File: config.mk
export PLATFORM = sky130hd
export DESIGN_NAME = rscd_reset_strap
export DESIGN_NICKNAME = d
export VERILOG_FILES = /design/src/shared/rscd_pkg.sv /design/src/logic/rscd_mode_decode.sv /design/src/logic/rscd_reset_strap.sv
export SDC_FILE = /design/constraint.sdc
export NUM_CORES = 1
export LEC_CHECK = 0
export ABC_AREA = 0
export BUFFER_PORTS_ARGS = -buffer_cell sky130_fd_sc_hd__buf_4
export CORE_ASPECT_RATIO = 1.75
export CORE_MARGIN = 4
export CORE_UTILIZATION = 44
export CTS_CLUSTER_DIAMETER = 120
export DETAILED_ROUTE_END_ITERATION = 8
export GPL_ROUTABILITY_DRIVEN = 0
export PLACE_DENSITY = 0.8
export SLEW_MARGIN = 0
export SYNTH_ARGS = -nofsm -noshare
export SYNTH_HDL_FRONTEND = slang
export SYNTH_SLANG_ARGS = --single-unit
File: constraint.sdc
create_clock -name mclk -period 6.06 [get_ports mclk]
set_input_delay 1.818 -clock mclk [delete_from_list [all_inputs] [get_ports mclk]]
set_output_delay 1.818 -clock mclk [all_outputs]
set_load 0.05 [all_outputs]
File: src/shared/rscd_pkg.sv
// Constants, types and the clock-mode decode shared by the reset strap block.
// Assumes one 20 MHz system clock and strap inputs synchronous to it.
package rscd_pkg;

	// ----------------------------------------------------------------
	// Register map and fields
	// ----------------------------------------------------------------
	localparam int ADDR_W = 8;
	localparam int DATA_W = 8;
	localparam logic [7:0] IDX_CLK_STRAP = 8'he2;
	localparam logic [7:0] IDX_STRAP_CTRL = 8'he3;
	localparam logic [7:0] IDX_STRAP_STAT = 8'he4;
	localparam int CODE_HI_LSB = 4;
	localparam int CODE_LO_BIT = 3;
	localparam int CTRL_DBG_EN_BIT = 0;
	localparam logic [7:0] CTRL_RESET = 8'h00;
	localparam int STAT_CAPTURED_BIT = 0;
	localparam int STAT_RESERVED_BIT = 1;
	localparam int STAT_BUS32_BIT = 2;
	localparam int STAT_OFF_BIT = 3;
	localparam int STAT_SBYP_BIT = 4;
	localparam int STAT_DBYP_BIT = 5;

	// ----------------------------------------------------------------
	// Strap codes, multipliers and counts
	// ----------------------------------------------------------------
	localparam int CODE_W = 5;
	// All-ones: every undriven strap reads high
	localparam logic [4:0] STRAP_RESET = 5'h1f;
	localparam logic [4:0] CODE_OFF_A = 5'h1e;
	localparam logic [4:0] CODE_OFF_B = 5'h1f;
	localparam logic [4:0] CODE_SINGLE_BYP = 5'h1c;
	localparam logic [4:0] CODE_DUAL_BYP = 5'h1d;
	// Multipliers held as twice their value so 2.5 and 4.5 stay whole
	localparam logic [3:0] MUL_X2_1 = 4'h2;
	localparam logic [3:0] MUL_X2_2 = 4'h4;
	localparam logic [3:0] MUL_X2_2P5 = 4'h5;
	localparam logic [3:0] MUL_X2_3 = 4'h6;
	localparam logic [3:0] MUL_X2_4P5 = 4'h9;
	localparam int CAPTURE_DELAY_CYCLES = 4;
	localparam int HOLD_MIN_CYCLES = 25;
	localparam int CNT_W = 5;

	typedef enum logic [2:0] {
		CS_PLL = 3'h0,
		CS_SINGLE_BYP = 3'h1,
		CS_DUAL_BYP = 3'h2,
		CS_OFF = 3'h3,
		CS_RESERVED = 3'h4
	} rscd_clk_src_type;

	typedef struct packed {
		rscd_clk_src_type src;
		logic [3:0] memMultX2;
		logic [3:0] coreMultX2;
		logic memBypass;
		logic periphPllEn;
		logic corePllEn;
		logic coreFromHostRef;
		logic coreFromCoreRef;
		logic periphFromHostRef;
		logic clocksRun;
	} rscd_clk_mode_type;

	typedef struct packed {
		logic [31:0] lowDout;
		logic [31:0] highDout;
		logic lowOe;
		logic highOe;
		logic lowRxEn;
		logic highRxEn;
		logic [7:0] parityDout;
		logic [7:0] parityRxEn;
	} rscd_lane_ctl_type;

	function automatic rscd_clk_mode_type decodeCode(input logic [4:0] code);
		rscd_clk_mode_type m;
		m = '0;
		m.src = CS_PLL;
		m.periphPllEn = 1'b1;
		m.corePllEn = 1'b1;
		m.clocksRun = 1'b1;
		case (code)
			5'h00: begin m.memMultX2 = MUL_X2_3; m.coreMultX2 = MUL_X2_2P5; end
			5'h01: begin m.memMultX2 = MUL_X2_3; m.coreMultX2 = MUL_X2_3; end
			5'h02: begin m.memMultX2 = MUL_X2_1; m.coreMultX2 = MUL_X2_4P5; end
			5'h03: begin
				m.memMultX2 = MUL_X2_1;
				m.coreMultX2 = MUL_X2_2;
				m.memBypass = 1'b1;
				m.periphPllEn = 1'b0;
			end
			5'h04: begin m.memMultX2 = MUL_X2_2; m.coreMultX2 = MUL_X2_2; end
			CODE_SINGLE_BYP: begin
				m.src = CS_SINGLE_BYP;
				m.memMultX2 = MUL_X2_1;
				m.coreMultX2 = MUL_X2_1;
				m.periphPllEn = 1'b0;
				m.corePllEn = 1'b0;
				m.coreFromHostRef = 1'b1;
			end
			CODE_DUAL_BYP: begin
				m.src = CS_DUAL_BYP;
				m.memMultX2 = MUL_X2_1;
				m.coreMultX2 = MUL_X2_1;
				m.periphPllEn = 1'b0;
				m.corePllEn = 1'b0;
				m.periphFromHostRef = 1'b1;
				m.coreFromCoreRef = 1'b1;
			end
			CODE_OFF_A, CODE_OFF_B: begin
				m = '0;
				m.src = CS_OFF;
			end
			default: begin
				// Unknown code: keep everything stopped rather than guess
				m = '0;
				m.src = CS_RESERVED;
			end
		endcase
		return m;
	endfunction : decodeCode

endpackage : rscd_pkg

File: src/logic/rscd_mode_decode.sv
// Registered clock-mode decoder for the captured strap code.
// Assumes load is a one-cycle pulse from the strap capture sequencer.
module rscd_mode_decode (
	input wire logic mclk,
	input wire logic rst,
	input wire logic load,
	input wire logic [4:0] code,
	output rscd_pkg::rscd_clk_mode_type mode
);

	// ----------------------------------------------------------------
	// Decode register
	// ----------------------------------------------------------------
	rscd_pkg::rscd_clk_mode_type mode_reg;
	rscd_pkg::rscd_clk_mode_type mode_next;

	always_comb begin
		mode_next = mode_reg;
		if (load) begin
			mode_next = rscd_pkg::decodeCode(code);
		end
	end

	always_ff @(posedge mclk or posedge rst) begin
		if (rst) begin
			mode_reg <= '{src: rscd_pkg::CS_OFF, default: '0};
		end else begin
			mode_reg <= mode_next;
		end
	end

	assign mode = mode_reg;

	// ----------------------------------------------------------------
	// Checks
	// ----------------------------------------------------------------
	a_mult_code0: assert property (@(posedge mclk) disable iff (rst)
		(load && code == 5'h00) |=> (mode.memMultX2 == 4'h6 && mode.coreMultX2 == 4'h5))
		else $error("code 00000 did not give 3 and 2.5");
	a_mult_code2: assert property (@(posedge mclk) disable iff (rst)
		(load && code == 5'h02) |=> (mode.memMultX2 == 4'h2 && mode.coreMultX2 == 4'h9
			&& mode.corePllEn))
		else $error("code 00010 did not give 1 and 4.5");
	a_mult_code3: assert property (@(posedge mclk) disable iff (rst)
		(load && code == 5'h03) |=> (mode.memBypass && !mode.periphPllEn
			&& mode.coreMultX2 == 4'h4))
		else $error("code 00011 did not give memory bypass and 2");

endmodule : rscd_mode_decode

File: src/logic/rscd_reset_strap.sv
// Reset strap sampler, clock-mode capture, readback and memory lane control.
// Assumes hard resets and straps arrive synchronous to mclk; registers sit
// on a plain strobe port with read data one cycle after the read strobe.
//
// Behaviour
// - Either clock-off code stops every internal clock whatever the host reference does.
// - The captured five-bit clock code reads back in bits 7 to 3 of the register at 0xe2.
// - Single bypass clocks the core from the host reference, stops the peripheral PLL, runs 1:1.
// - Dual bypass clocks peripheral logic from the host reference at 1:1 with its PLL off.
// - Dual bypass also turns the core PLL off; the board keeps both references in step.
// - Each PLL and bypass code decodes to a host-to-memory and memory-to-core multiplier pair; both clock-off codes give zero.
// - The 32-bit bus option shuts the low lanes and upper parity receivers and drives zeros.
// - Memory data receivers stay off whenever no read is in progress.
// - All straps but the clock code are sampled while in reset and the samples set the operating options.
// - The clock code is captured a few cycles after both hard resets are negated.
// - A strap not pulled low reads as one during reset.
module rscd_reset_strap #(
	parameter int STRAP_W = 8,
	parameter int CAPTURE_DELAY = rscd_pkg::CAPTURE_DELAY_CYCLES
) (
	input wire logic mclk,
	input wire logic rst,
	input wire logic coreHardResetN,
	input wire logic ctrlHardResetN,
	input wire logic [4:0] clkCfgIn,
	output logic [4:0] clkCfgOut,
	output logic clkCfgOe,
	input wire logic [4:0] debugAddrIn,
	input wire logic [STRAP_W-1:0] strapIn,
	input wire logic busWidth32In,
	output logic strapPullupEn,
	output logic [STRAP_W-1:0] strapSampled,
	output logic busWidth32,
	output logic strapCaptured,
	output rscd_pkg::rscd_clk_mode_type clkMode,
	input wire logic memReadActive,
	input wire logic memDriveEn,
	input wire logic [31:0] lowDataOut,
	input wire logic [31:0] highDataOut,
	input wire logic [7:0] parityOut,
	output rscd_pkg::rscd_lane_ctl_type laneCtl,
	input wire logic [rscd_pkg::ADDR_W-1:0] regAddr,
	input wire logic [rscd_pkg::DATA_W-1:0] regWrData,
	input wire logic regWrStrobe,
	input wire logic regRdStrobe,
	output logic [rscd_pkg::DATA_W-1:0] regRdData
);

	// ----------------------------------------------------------------
	// Parameter checks
	// ----------------------------------------------------------------
	// Capture must land inside the window the board holds the code
	if (STRAP_W < 1 || STRAP_W > 32) begin : g_bad_strap_w
		$error("STRAP_W must be 1 to 32");
	end
	if (CAPTURE_DELAY < 1 || CAPTURE_DELAY >= rscd_pkg::HOLD_MIN_CYCLES) begin : g_bad_delay
		$error("CAPTURE_DELAY must be 1 to 24");
	end

	// ----------------------------------------------------------------
	// Capture sequencer
	// ----------------------------------------------------------------
	typedef enum logic [2:0] {
		ST_RESET = 3'b001,
		ST_WAIT = 3'b010,
		ST_HOLD = 3'b100
	} rscd_state_type;

	rscd_state_type state_reg;
	rscd_state_type state_next;
	logic [rscd_pkg::CNT_W-1:0] cnt_reg;
	logic [rscd_pkg::CNT_W-1:0] cnt_next;
	logic resetsReleased;
	logic loadCode;

	assign resetsReleased = coreHardResetN && ctrlHardResetN;

	always_comb begin
		state_next = state_reg;
		cnt_next = cnt_reg;
		loadCode = 1'b0;
		unique case (state_reg)
			ST_RESET: begin
				cnt_next = '0;
				if (resetsReleased) begin
					state_next = ST_WAIT;
				end
			end
			ST_WAIT: begin
				if (!resetsReleased) begin
					state_next = ST_RESET;
				end else if (cnt_reg == rscd_pkg::CNT_W'(CAPTURE_DELAY - 1)) begin
					loadCode = 1'b1;
					state_next = ST_HOLD;
				end else begin
					cnt_next = cnt_reg + 1'b1;
				end
			end
			ST_HOLD: begin
				if (!resetsReleased) begin
					state_next = ST_RESET;
				end
			end
		endcase
	end

	always_ff @(posedge mclk or posedge rst) begin
		if (rst) begin
			state_reg <= ST_RESET;
			cnt_reg <= '0;
		end else begin
			state_reg <= state_next;
			cnt_reg <= cnt_next;
		end
	end

	// ----------------------------------------------------------------
	// Strap sampling
	// ----------------------------------------------------------------
	logic [STRAP_W-1:0] strap_reg;
	logic [STRAP_W-1:0] strap_next;
	logic bus32_reg;
	logic bus32_next;
	logic [4:0] code_reg;
	logic [4:0] code_next;

	always_comb begin
		strap_next = strap_reg;
		bus32_next = bus32_reg;
		code_next = code_reg;
		if (state_reg == ST_RESET) begin
			strap_next = strapIn;
			bus32_next = busWidth32In;
		end
		if (loadCode) begin
			code_next = clkCfgIn;
		end
	end

	always_ff @(posedge mclk or posedge rst) begin
		if (rst) begin
			strap_reg <= '1;
			bus32_reg <= 1'b1;
			code_reg <= rscd_pkg::STRAP_RESET;
		end else begin
			strap_reg <= strap_next;
			bus32_reg <= bus32_next;
			code_reg <= code_next;
		end
	end

	assign strapPullupEn = (state_reg != ST_HOLD);
	assign strapSampled = strap_reg;
	assign busWidth32 = bus32_reg;
	assign strapCaptured = (state_reg == ST_HOLD);

	rscd_mode_decode u_decode (
		.mclk(mclk),
		.rst(rst),
		.load(loadCode),
		.code(clkCfgIn),
		.mode(clkMode)
	);

	// ----------------------------------------------------------------
	// Control register and shared pins
	// ----------------------------------------------------------------
	logic [7:0] ctrl_reg;
	logic [7:0] ctrl_next;
	logic [4:0] pinOut_reg;
	logic [4:0] pinOut_next;

	function automatic logic hitIdx(input logic [7:0] addr, input logic [7:0] idx);
		return addr == idx;
	endfunction : hitIdx

	always_comb begin
		ctrl_next = ctrl_reg;
		pinOut_next = debugAddrIn;
		if (regWrStrobe && hitIdx(regAddr, rscd_pkg::IDX_STRAP_CTRL)) begin
			ctrl_next = {7'h00, regWrData[rscd_pkg::CTRL_DBG_EN_BIT]};
		end
	end

	always_ff @(posedge mclk or posedge rst) begin
		if (rst) begin
			ctrl_reg <= rscd_pkg::CTRL_RESET;
			pinOut_reg <= '0;
		end else begin
			ctrl_reg <= ctrl_next;
			pinOut_reg <= pinOut_next;
		end
	end

	// Shared strap pins only drive once the code is safely captured
	assign clkCfgOe = strapCaptured && ctrl_reg[rscd_pkg::CTRL_DBG_EN_BIT];
	assign clkCfgOut = pinOut_reg;

	// ----------------------------------------------------------------
	// Register reads
	// ----------------------------------------------------------------
	logic [7:0] rd_reg;
	logic [7:0] rd_next;
	logic [7:0] statusWord;

	always_comb begin
		statusWord = '0;
		statusWord[rscd_pkg::STAT_CAPTURED_BIT] = strapCaptured;
		statusWord[rscd_pkg::STAT_RESERVED_BIT] = (clkMode.src == rscd_pkg::CS_RESERVED);
		statusWord[rscd_pkg::STAT_BUS32_BIT] = bus32_reg;
		statusWord[rscd_pkg::STAT_OFF_BIT] = (clkMode.src == rscd_pkg::CS_OFF);
		statusWord[rscd_pkg::STAT_SBYP_BIT] = (clkMode.src == rscd_pkg::CS_SINGLE_BYP);
		statusWord[rscd_pkg::STAT_DBYP_BIT] = (clkMode.src == rscd_pkg::CS_DUAL_BYP);
	end

	always_comb begin
		rd_next = '0;
		if (regRdStrobe) begin
			if (hitIdx(regAddr, rscd_pkg::IDX_CLK_STRAP)) begin
				rd_next[7:rscd_pkg::CODE_HI_LSB] = code_reg[4:1];
				rd_next[rscd_pkg::CODE_LO_BIT] = code_reg[0];
			end else if (hitIdx(regAddr, rscd_pkg::IDX_STRAP_CTRL)) begin
				rd_next = ctrl_reg;
			end else if (hitIdx(regAddr, rscd_pkg::IDX_STRAP_STAT)) begin
				rd_next = statusWord;
			end
		end
	end

	always_ff @(posedge mclk or posedge rst) begin
		if (rst) begin
			rd_reg <= '0;
		end else begin
			rd_reg <= rd_next;
		end
	end

	assign regRdData = rd_reg;

	// ----------------------------------------------------------------
	// Memory data lanes
	// ----------------------------------------------------------------
	rscd_pkg::rscd_lane_ctl_type lane_reg;
	rscd_pkg::rscd_lane_ctl_type lane_next;
	logic readOn;

	// Receivers stay dark through reset; floating lanes then draw no current
	assign readOn = memReadActive && strapCaptured;

	always_comb begin
		lane_next = '0;
		lane_next.highRxEn = readOn;
		lane_next.lowRxEn = readOn;
		lane_next.parityRxEn = {8{readOn}};
		lane_next.lowOe = memDriveEn;
		lane_next.highOe = memDriveEn;
		lane_next.lowDout = lowDataOut;
		lane_next.highDout = highDataOut;
		lane_next.parityDout = parityOut;
		if (bus32_reg) begin
			lane_next.lowRxEn = 1'b0;
			lane_next.parityRxEn[7:4] = 4'h0;
			lane_next.lowDout = '0;
			lane_next.parityDout[7:4] = 4'h0;
		end
	end

	always_ff @(posedge mclk or posedge rst) begin
		if (rst) begin
			lane_reg <= '0;
		end else begin
			lane_reg <= lane_next;
		end
	end

	assign laneCtl = lane_reg;

	// ----------------------------------------------------------------
	// Checks
	// ----------------------------------------------------------------
	a_clock_off_stops: assert property (@(posedge mclk) disable iff (rst)
		(loadCode && (clkCfgIn == 5'h1e || clkCfgIn == 5'h1f))
			|=> (!clkMode.clocksRun && !clkMode.corePllEn && !clkMode.periphPllEn))
		else $error("clock-off code left a clock running");
	a_readback_code: assert property (@(posedge mclk) disable iff (rst)
		(regRdStrobe && regAddr == 8'he2) |=> (regRdData[7:3] == $past(code_reg)))
		else $error("code readback at 0xe2 wrong");
	a_single_bypass: assert property (@(posedge mclk) disable iff (rst)
		(loadCode && clkCfgIn == rscd_pkg::CODE_SINGLE_BYP)
			|=> (clkMode.coreFromHostRef && !clkMode.periphPllEn
				&& clkMode.memMultX2 == 4'h2))
		else $error("single bypass settings wrong");
	a_dual_bypass: assert property (@(posedge mclk) disable iff (rst)
		(loadCode && clkCfgIn == rscd_pkg::CODE_DUAL_BYP)
			|=> (clkMode.periphFromHostRef && clkMode.coreFromCoreRef
				&& !clkMode.periphPllEn && clkMode.memMultX2 == 4'h2))
		else $error("dual bypass settings wrong");
	a_dual_core_pll: assert property (@(posedge mclk) disable iff (rst)
		(clkMode.src == rscd_pkg::CS_DUAL_BYP) |-> !clkMode.corePllEn)
		else $error("core PLL on in dual bypass");
	a_narrow_zero: assert property (@(posedge mclk) disable iff (rst)
		(bus32_reg && $past(bus32_reg)) |-> (laneCtl.lowDout == 32'h0
			&& laneCtl.parityDout[7:4] == 4'h0 && !laneCtl.lowRxEn))
		else $error("narrow bus lanes not gated");
	a_rx_idle_off: assert property (@(posedge mclk) disable iff (rst)
		!$past(memReadActive) |-> (!laneCtl.highRxEn && laneCtl.parityRxEn == 8'h00))
		else $error("receiver on with no read");
	a_low_rx_idle: assert property (@(posedge mclk) disable iff (rst)
		!$past(memReadActive) |-> !laneCtl.lowRxEn)
		else $error("low lane receiver on with no read");
	a_strap_in_reset: assert property (@(posedge mclk) disable iff (rst)
		(state_reg == ST_RESET) |=> (strapSampled == $past(strapIn)))
		else $error("strap not sampled in reset");
	a_no_early_capture: assert property (@(posedge mclk) disable iff (rst)
		$rose(resetsReleased) |-> !strapCaptured [*5])
		else $error("code captured too early");
	a_capture_on_time: assert property (@(posedge mclk) disable iff (rst)
		($rose(resetsReleased) ##1 resetsReleased [*4]) |=> strapCaptured)
		else $error("code not captured on time");
	a_pullup_reset: assert property (@(posedge mclk) disable iff (rst)
		!resetsReleased |=> (strapPullupEn && !clkCfgOe))
		else $error("strap pull-up off during reset");
	a_oe_after_capture: assert property (@(posedge mclk) disable iff (rst)
		!strapCaptured |-> !clkCfgOe)
		else $error("shared strap pins driven before capture");
	a_code_load_value: assert property (@(posedge mclk) disable iff (rst)
		loadCode |=> (code_reg == $past(clkCfgIn)))
		else $error("captured code differs from strap level");
	a_hold_captured: assert property (@(posedge mclk) disable iff (rst)
		(strapCaptured && $past(strapCaptured)) |-> ($stable(code_reg) && $stable(clkMode)))
		else $error("captured mode changed without reset");

endmodule : rscd_reset_strap

==> results.yml, run 1 <==
synth:
  synthesis.area_um2: 4460
  ys.flop_type: "dfrtp_1"
  synth_cell_type_count: 43
  synth_cells: 302
  synth-seq-cells: 126
  ys_warn_count: 0
  syn_area_per_cell_um2: 14.8
  yosys.area.top_type_share: 0.612
  synth_area_leaders: "dfrtp_1 (61%), dfstp_2 (10%), mux2_2 (7.1%), nor2b_1 (5.3%), buf_4 (2.0%)"
  synth_seq_area_share: 0.712
  synthArstFlopShare: 1.00
  synth_edf_count: 0
  synth_largest_area_cell: "dfrtp_1"
critical_path:
  cp_slowest_cell: "nor3b_1"
  criticalPathCategory: "reg -> out"
  start_kind: "flop"
  path_max_fanout: 6
  reg2reg_depth: 4
  crit_cells: 3
  cp_cell_sequence: "nor3b_1, and2_1, buf_4"
  endpoint_kind: "output port"
  critical-path-top-delay-family: "simple AND/OR/NAND/NOR gates"
  cp_slowest_stage_delay_ns: 0.85
  cp.buffers_inverters: 1
  cp.required_ns: 4.24
  critPathArrivalTime_ns: 2.12
floorplan:
  die_h_um: 141
  die_w_um: 84.1
  row_count: 48
  core_um2: 9910
  die_area_um2: 11900
  initial_utilization: 0.450
  pin_count: 242
cts:
  numCtsBuffers: 17
  cts_hold_buffers: 0
  clk_pin_slew_ns: 0.05
  cts.sinks: 126
  cts_buffer_depth: 2
  cts_setup_buffers: 0
  cts_tree: "yes"
  cts-root-buf: "clkbuf_16"
  clk_latency_ns: 0.40
  cts_resized: 0
  htreeDepth: 4
sta:
  finClkSkew_ns: 0.00937
  finalHoldViolations: 0
  fin_tns_setup_ns: 0
  maxSlewHeadroom: 0.315
  fin_crit_sh: 0.650
  period_minus_slack_ns: 3.94
  rsz0062_at_grt: "false"
  worst_pin_slew_ns: 1.02
  fmax_mhz: 254
  finalSetupViolations: 0
  drv_slew: 0
route:
  drtIter0Drc: 67
  wire_per_inst_um: 17.4
  wl_mm: 11.7
  via_count: 3221
  via_per_inst: 4.80
  ant_nets: 0
  drt_pass1_iterations: 4
  drc: 0
cells_and_area:
  fill_cells: 752
  regArea_um2: 3170
  multiInputGateArea_um2: 1120
  fin_nets: 649
  area_growth_pct: 52.4
  mostFrequentLayoutCell: "buf_4"
  largest_reg_flops: 75
  n_antenna_cell: 0
  final_cell_mix: "buf_4 (233), dfrtp_1 (109), nor2b_1 (38)"
  fin_util: 0.685
  drive_above_1_share: 0.577
  final-instance-count-excl-fill: 671
pwr:
  power.total_mw: 3.06
  peakVddDrop_uv: 417
  leakage_nw: 3.38
  p_per_area_nw_per_um2: 450
grt:
  overflow: 0
  antenna_found_initial: 0
  grt_usage: 0.200
  grt_max_degree: 84
  grt_pass1_vias: 3496
  grt_pass1_wl_mm: 18.2
placed_design:
  dp_cells: 639
  numPortBuffers: 232
  dp_hpwl_mm: 8.85
min_path:
  hp-class: "reg -> reg"
  min_path_cells: 2
run_status:
  status: "finished clean"
job:
  cap_violations: 0
final timing paths:
| kind | startpoint | slack (ns) | endpoint |
|---|---|---|---|
| setup / recovery | state_reg[1] | 2.12 | clkCfgOe |
| hold / removal | code_reg[0] | 0.50 | regRdData[3] |
| min in group asynchronous | rst | 1.65 | laneCtl[41] |
| setup reg to reg | cnt_reg[0] | 3.67 | u_decode.mode[12] |
| hold reg to reg | code_reg[0] | 0.50 | regRdData[3] |
| max in group asynchronous | rst | 3.26 | u_decode.mode[15] |
routing by layer:
layer	track usage	wire (um)
met2	0.373	6760
met4	0.0890	292
met5	0	0
met3	0.0608	694
met1	0.200	3910
per-stage QoR:
step,cell area [um^2],hold slack (ns),setup WS [ns]
5_1_grt,6790,0.525,1.94
4_1_cts,6790,0.499,2.04
3_5_place_dp,6220,0.489,2.43
2_1_floorplan,4460,0.477,0.914
3_3_place_gp,6220,0.492,2.45
6_report,6790,0.500,2.12
synth_stat cells, types with 2 or more instances:
cell type / number
nand2_1: 8
nand4b_1: 6
buf_2: 2
nor4b_1: 3
nor2_1: 4
inv_1: 6
o31ai_1: 2
a21oi_1: 9
buf_4: 12
mux2_2: 28
dfrtp_1: 109
nor3b_1: 4
nor3_1: 7
and2_1: 3
or4b_2: 2
mux2i_1: 4
nand3_1: 2
and3_1: 3
clkbuf_1: 6
o21ai_0: 4
dfstp_2: 17
nor2b_1: 38
buf_6: 2
or3_1: 2
tightest hold or removal path: stages, from the launching register on:
cell     delay [ns]
dfstp_2        0.36
nand2_1        0.05
a21oi_1        0.05
logic make-up (layout without fill, tap and decap cells):
kind of cell / count (synthesis) / count (layout) / share of synthesized area
flip-flops: 126 / 126 / 0.712
buffers and inverters: 28 / 271 / 0.0376
other: 1 / 2 / 0.000841
adder cells (fa/ha/maj): 2 / 2 / 0.00505
XOR/XNOR: 1 / 1 / 0.00197
AND/OR/NAND/NOR: 89 / 89 / 0.129
multiplexers: 33 / 33 / 0.0823
AO/OA/AOI/OAI: 22 / 22 / 0.0309
final cells by class:
class / count / area share
Tap cell: 125 / 0.0230
Inverter: 6 / 0.00368
Timing Repair Buffer: 233 / 0.258
Clock inverter: 12 / 0.0164
Multi-Input combinational cell: 149 / 0.165
Sequential cell: 126 / 0.467
Clock buffer: 20 / 0.0672
report_power, final:
| group | internal, mW | total [mW] | switching [mW] |
|---|---|---|---|
| clock network | 0.588 | 0.948 | 0.360 |
| registers | 1.03 | 1.15 | 0.120 |
| logic | 0.315 | 0.961 | 0.647 |
Power figures use the tool's default switching activity.
==> inputs of run 2 (changes only) <==
- CORE_UTILIZATION: 44 -> 40
- PLACE_DENSITY: 0.8 -> 0.77
- clock period: 6.06 -> 3.3 ns (I/O delays scaled with it)
==> run 2 against run 1 <==
Via count hardly changed. Setup slack worse by 1.6 ns. First-iteration DRC count stayed put. Count of clock-buffer cells in the layout is 2 lower. Final cell count is 1.3% higher. Critical path type unchanged.
==> results.yml, run 2 (synthesis results as in run 1) <==
run_status:
  status: "finished clean"
placed_design:
  place_ws_ns: 0.877
  numPortBuffers: 232
  dp_hpwl_mm: 8.93
grt:
  grt_pass1_vias: 3398
  antenna_found_initial: 0
  grt_usage: 0.182
  overflow: 0
  grt_pass1_wl_mm: 17.7
  grt_max_degree: 63
sta:
  drv_slew: 0
  fin_crit_sh: 0.836
  rsz0062_at_grt: "false"
  maxSlewHeadroom: 0.594
  fmax_mhz: 363
  worst_pin_slew_ns: 0.607
  fin_tns_setup_ns: 0
  period_minus_slack_ns: 2.76
  fin_ws_ns: 0.543
  finalSetupViolations: 0
  finalHoldViolations: 0
  finClkSkew_ns: 0.00806
floorplan:
  core_um2: 10800
  initial_utilization: 0.412
  die_h_um: 148
  row_count: 50
  die_area_um2: 13000
  pin_count: 242
  die_w_um: 87.8
cts:
  htreeDepth: 4
  clk_latency_ns: 0.40
  cts_resized: 0
  cts.sinks: 126
  numCtsBuffers: 17
  cts_setup_buffers: 0
  cts_hold_buffers: 0
  cts_buffer_depth: 2
  cts-root-buf: "clkbuf_16"
  clk_pin_slew_ns: 0.06
  cts_tree: "yes"
pwr:
  peakVddDrop_uv: 576
  leakage_nw: 3.40
  p_per_area_nw_per_um2: 818
critical_path:
  path_max_fanout: 6
  criticalPathCategory: "reg -> out"
  cp.buffers_inverters: 1
  critPathArrivalTime_ns: 1.77
  endpoint_kind: "output port"
  critical-path-top-delay-family: "simple AND/OR/NAND/NOR gates"
  start_kind: "flop"
  cp.required_ns: 2.31
  cp_cell_sequence: "nor3b_2, and2_1, buf_4"
  cp_slowest_cell: "nor3b_2"
  cp_slowest_stage_delay_ns: 0.52
job:
  cap_violations: 0
route:
  drtIter0Drc: 67
  ant_nets: 0
  drc: 0
  wire_per_inst_um: 17.2
  drt_pass1_iterations: 4
  via_per_inst: 4.74
  wl_mm: 11.7
  via_count: 3224
cells_and_area:
  drive_above_1_share: 0.584
  mostFrequentLayoutCell: "buf_4"
  area_growth_pct: 53.5
  fin_nets: 653
  largest_reg_flops: 75
  fill_cells: 853
  final_cell_mix: "buf_4 (236), dfrtp_1 (109), nor2b_1 (38)"
  n_antenna_cell: 0
min_path:
  hp-class: "reg -> reg"
## run 2: cell count changes in the layout (fill, tap and decap cells not counted), moves of 2 or more
| cell | delta |
|---|---|
| inv_6 | +3 |
| inv_8 | +2 |
| buf_4 | +3 |
| clkinvlp_4 | +2 |
| clkinv_2 | -3 |
## run 2: stage by stage
| stage | power (mW) | cells | area, um^2 | hold WS (ns) | util |
|---|---|---|---|---|---|
| floorplan | 3.30 | 303 | 4470 | 0.477 | - |
| global placement | 3.87 | 648 | 6280 | 0.493 | 0.580 |
| detailed placement | 3.92 | 648 | 6280 | 0.500 | 0.580 |
| CTS | 5.67 | 680 | 6840 | 0.516 | 0.632 |
| global route | 5.85 | 680 | 6840 | 0.521 | 0.632 |
| finish | 5.60 | 680 | 6840 | 0.511 | 0.632 |
## run 2: path summary, 6_finish.rpt
| path | start | to | slack (ns) | cells after the start |
|---|---|---|---|---|
| worst max-delay path | state_reg[1] | clkCfgOe | 0.54 | 3 |
| worst min-delay path | u_decode.mode[9] | u_decode.mode[9] | 0.51 | 1 |
| worst max register to register | cnt_reg[0] | u_decode.mode[17] | 1.24 | 5 |
| worst min register to register | u_decode.mode[9] | u_decode.mode[9] | 0.51 | 1 |
| max in group asynchronous | rst | laneCtl[56] | 1.98 | 3 |
| min in group asynchronous | rst | laneCtl[45] | 0.60 | 2 |
## run 2: cell type report
| type | instances | area [um^2] | area share |
|---|---|---|---|
| Multi-Input combinational cell | 149 | 1120 | 0.164 |
| Sequential cell | 126 | 3170 | 0.464 |
| Clock buffer | 18 | 439 | 0.0642 |
| Clock inverter | 14 | 123 | 0.0179 |
| Inverter | 6 | 26.3 | 0.00384 |
| Tap cell | 130 | 163 | 0.0238 |
| Timing Repair Buffer | 237 | 1790 | 0.262 |
## run 2: worst register-to-register path: stages (launching register included)
cell and delay [ns]:
dfrtp_1 0.41, ha_1 0.22, or4b_4 0.51, nor3_4 0.12, buf_4 0.29, mux2_2 0.39
## run 2: power breakdown
part | switching [mW] | leakage (nW) | total, mW | internal, mW
Clock | 0.713 | 0.265 | 1.72 | 1.01
Combinational | 1.24 | 1.58 | 1.83 | 0.589
Sequential | 0.155 | 1.55 | 2.05 | 1.89
## run 2: routing by layer
| metal | routed length, um | GRT usage |
|---|---|---|
| met1 | 3870 | 0.188 |
| met5 | 0 | 0 |
| met3 | 911 | 0.0524 |
| met4 | 264 | 0.0876 |
| met2 | 6630 | 0.327 |
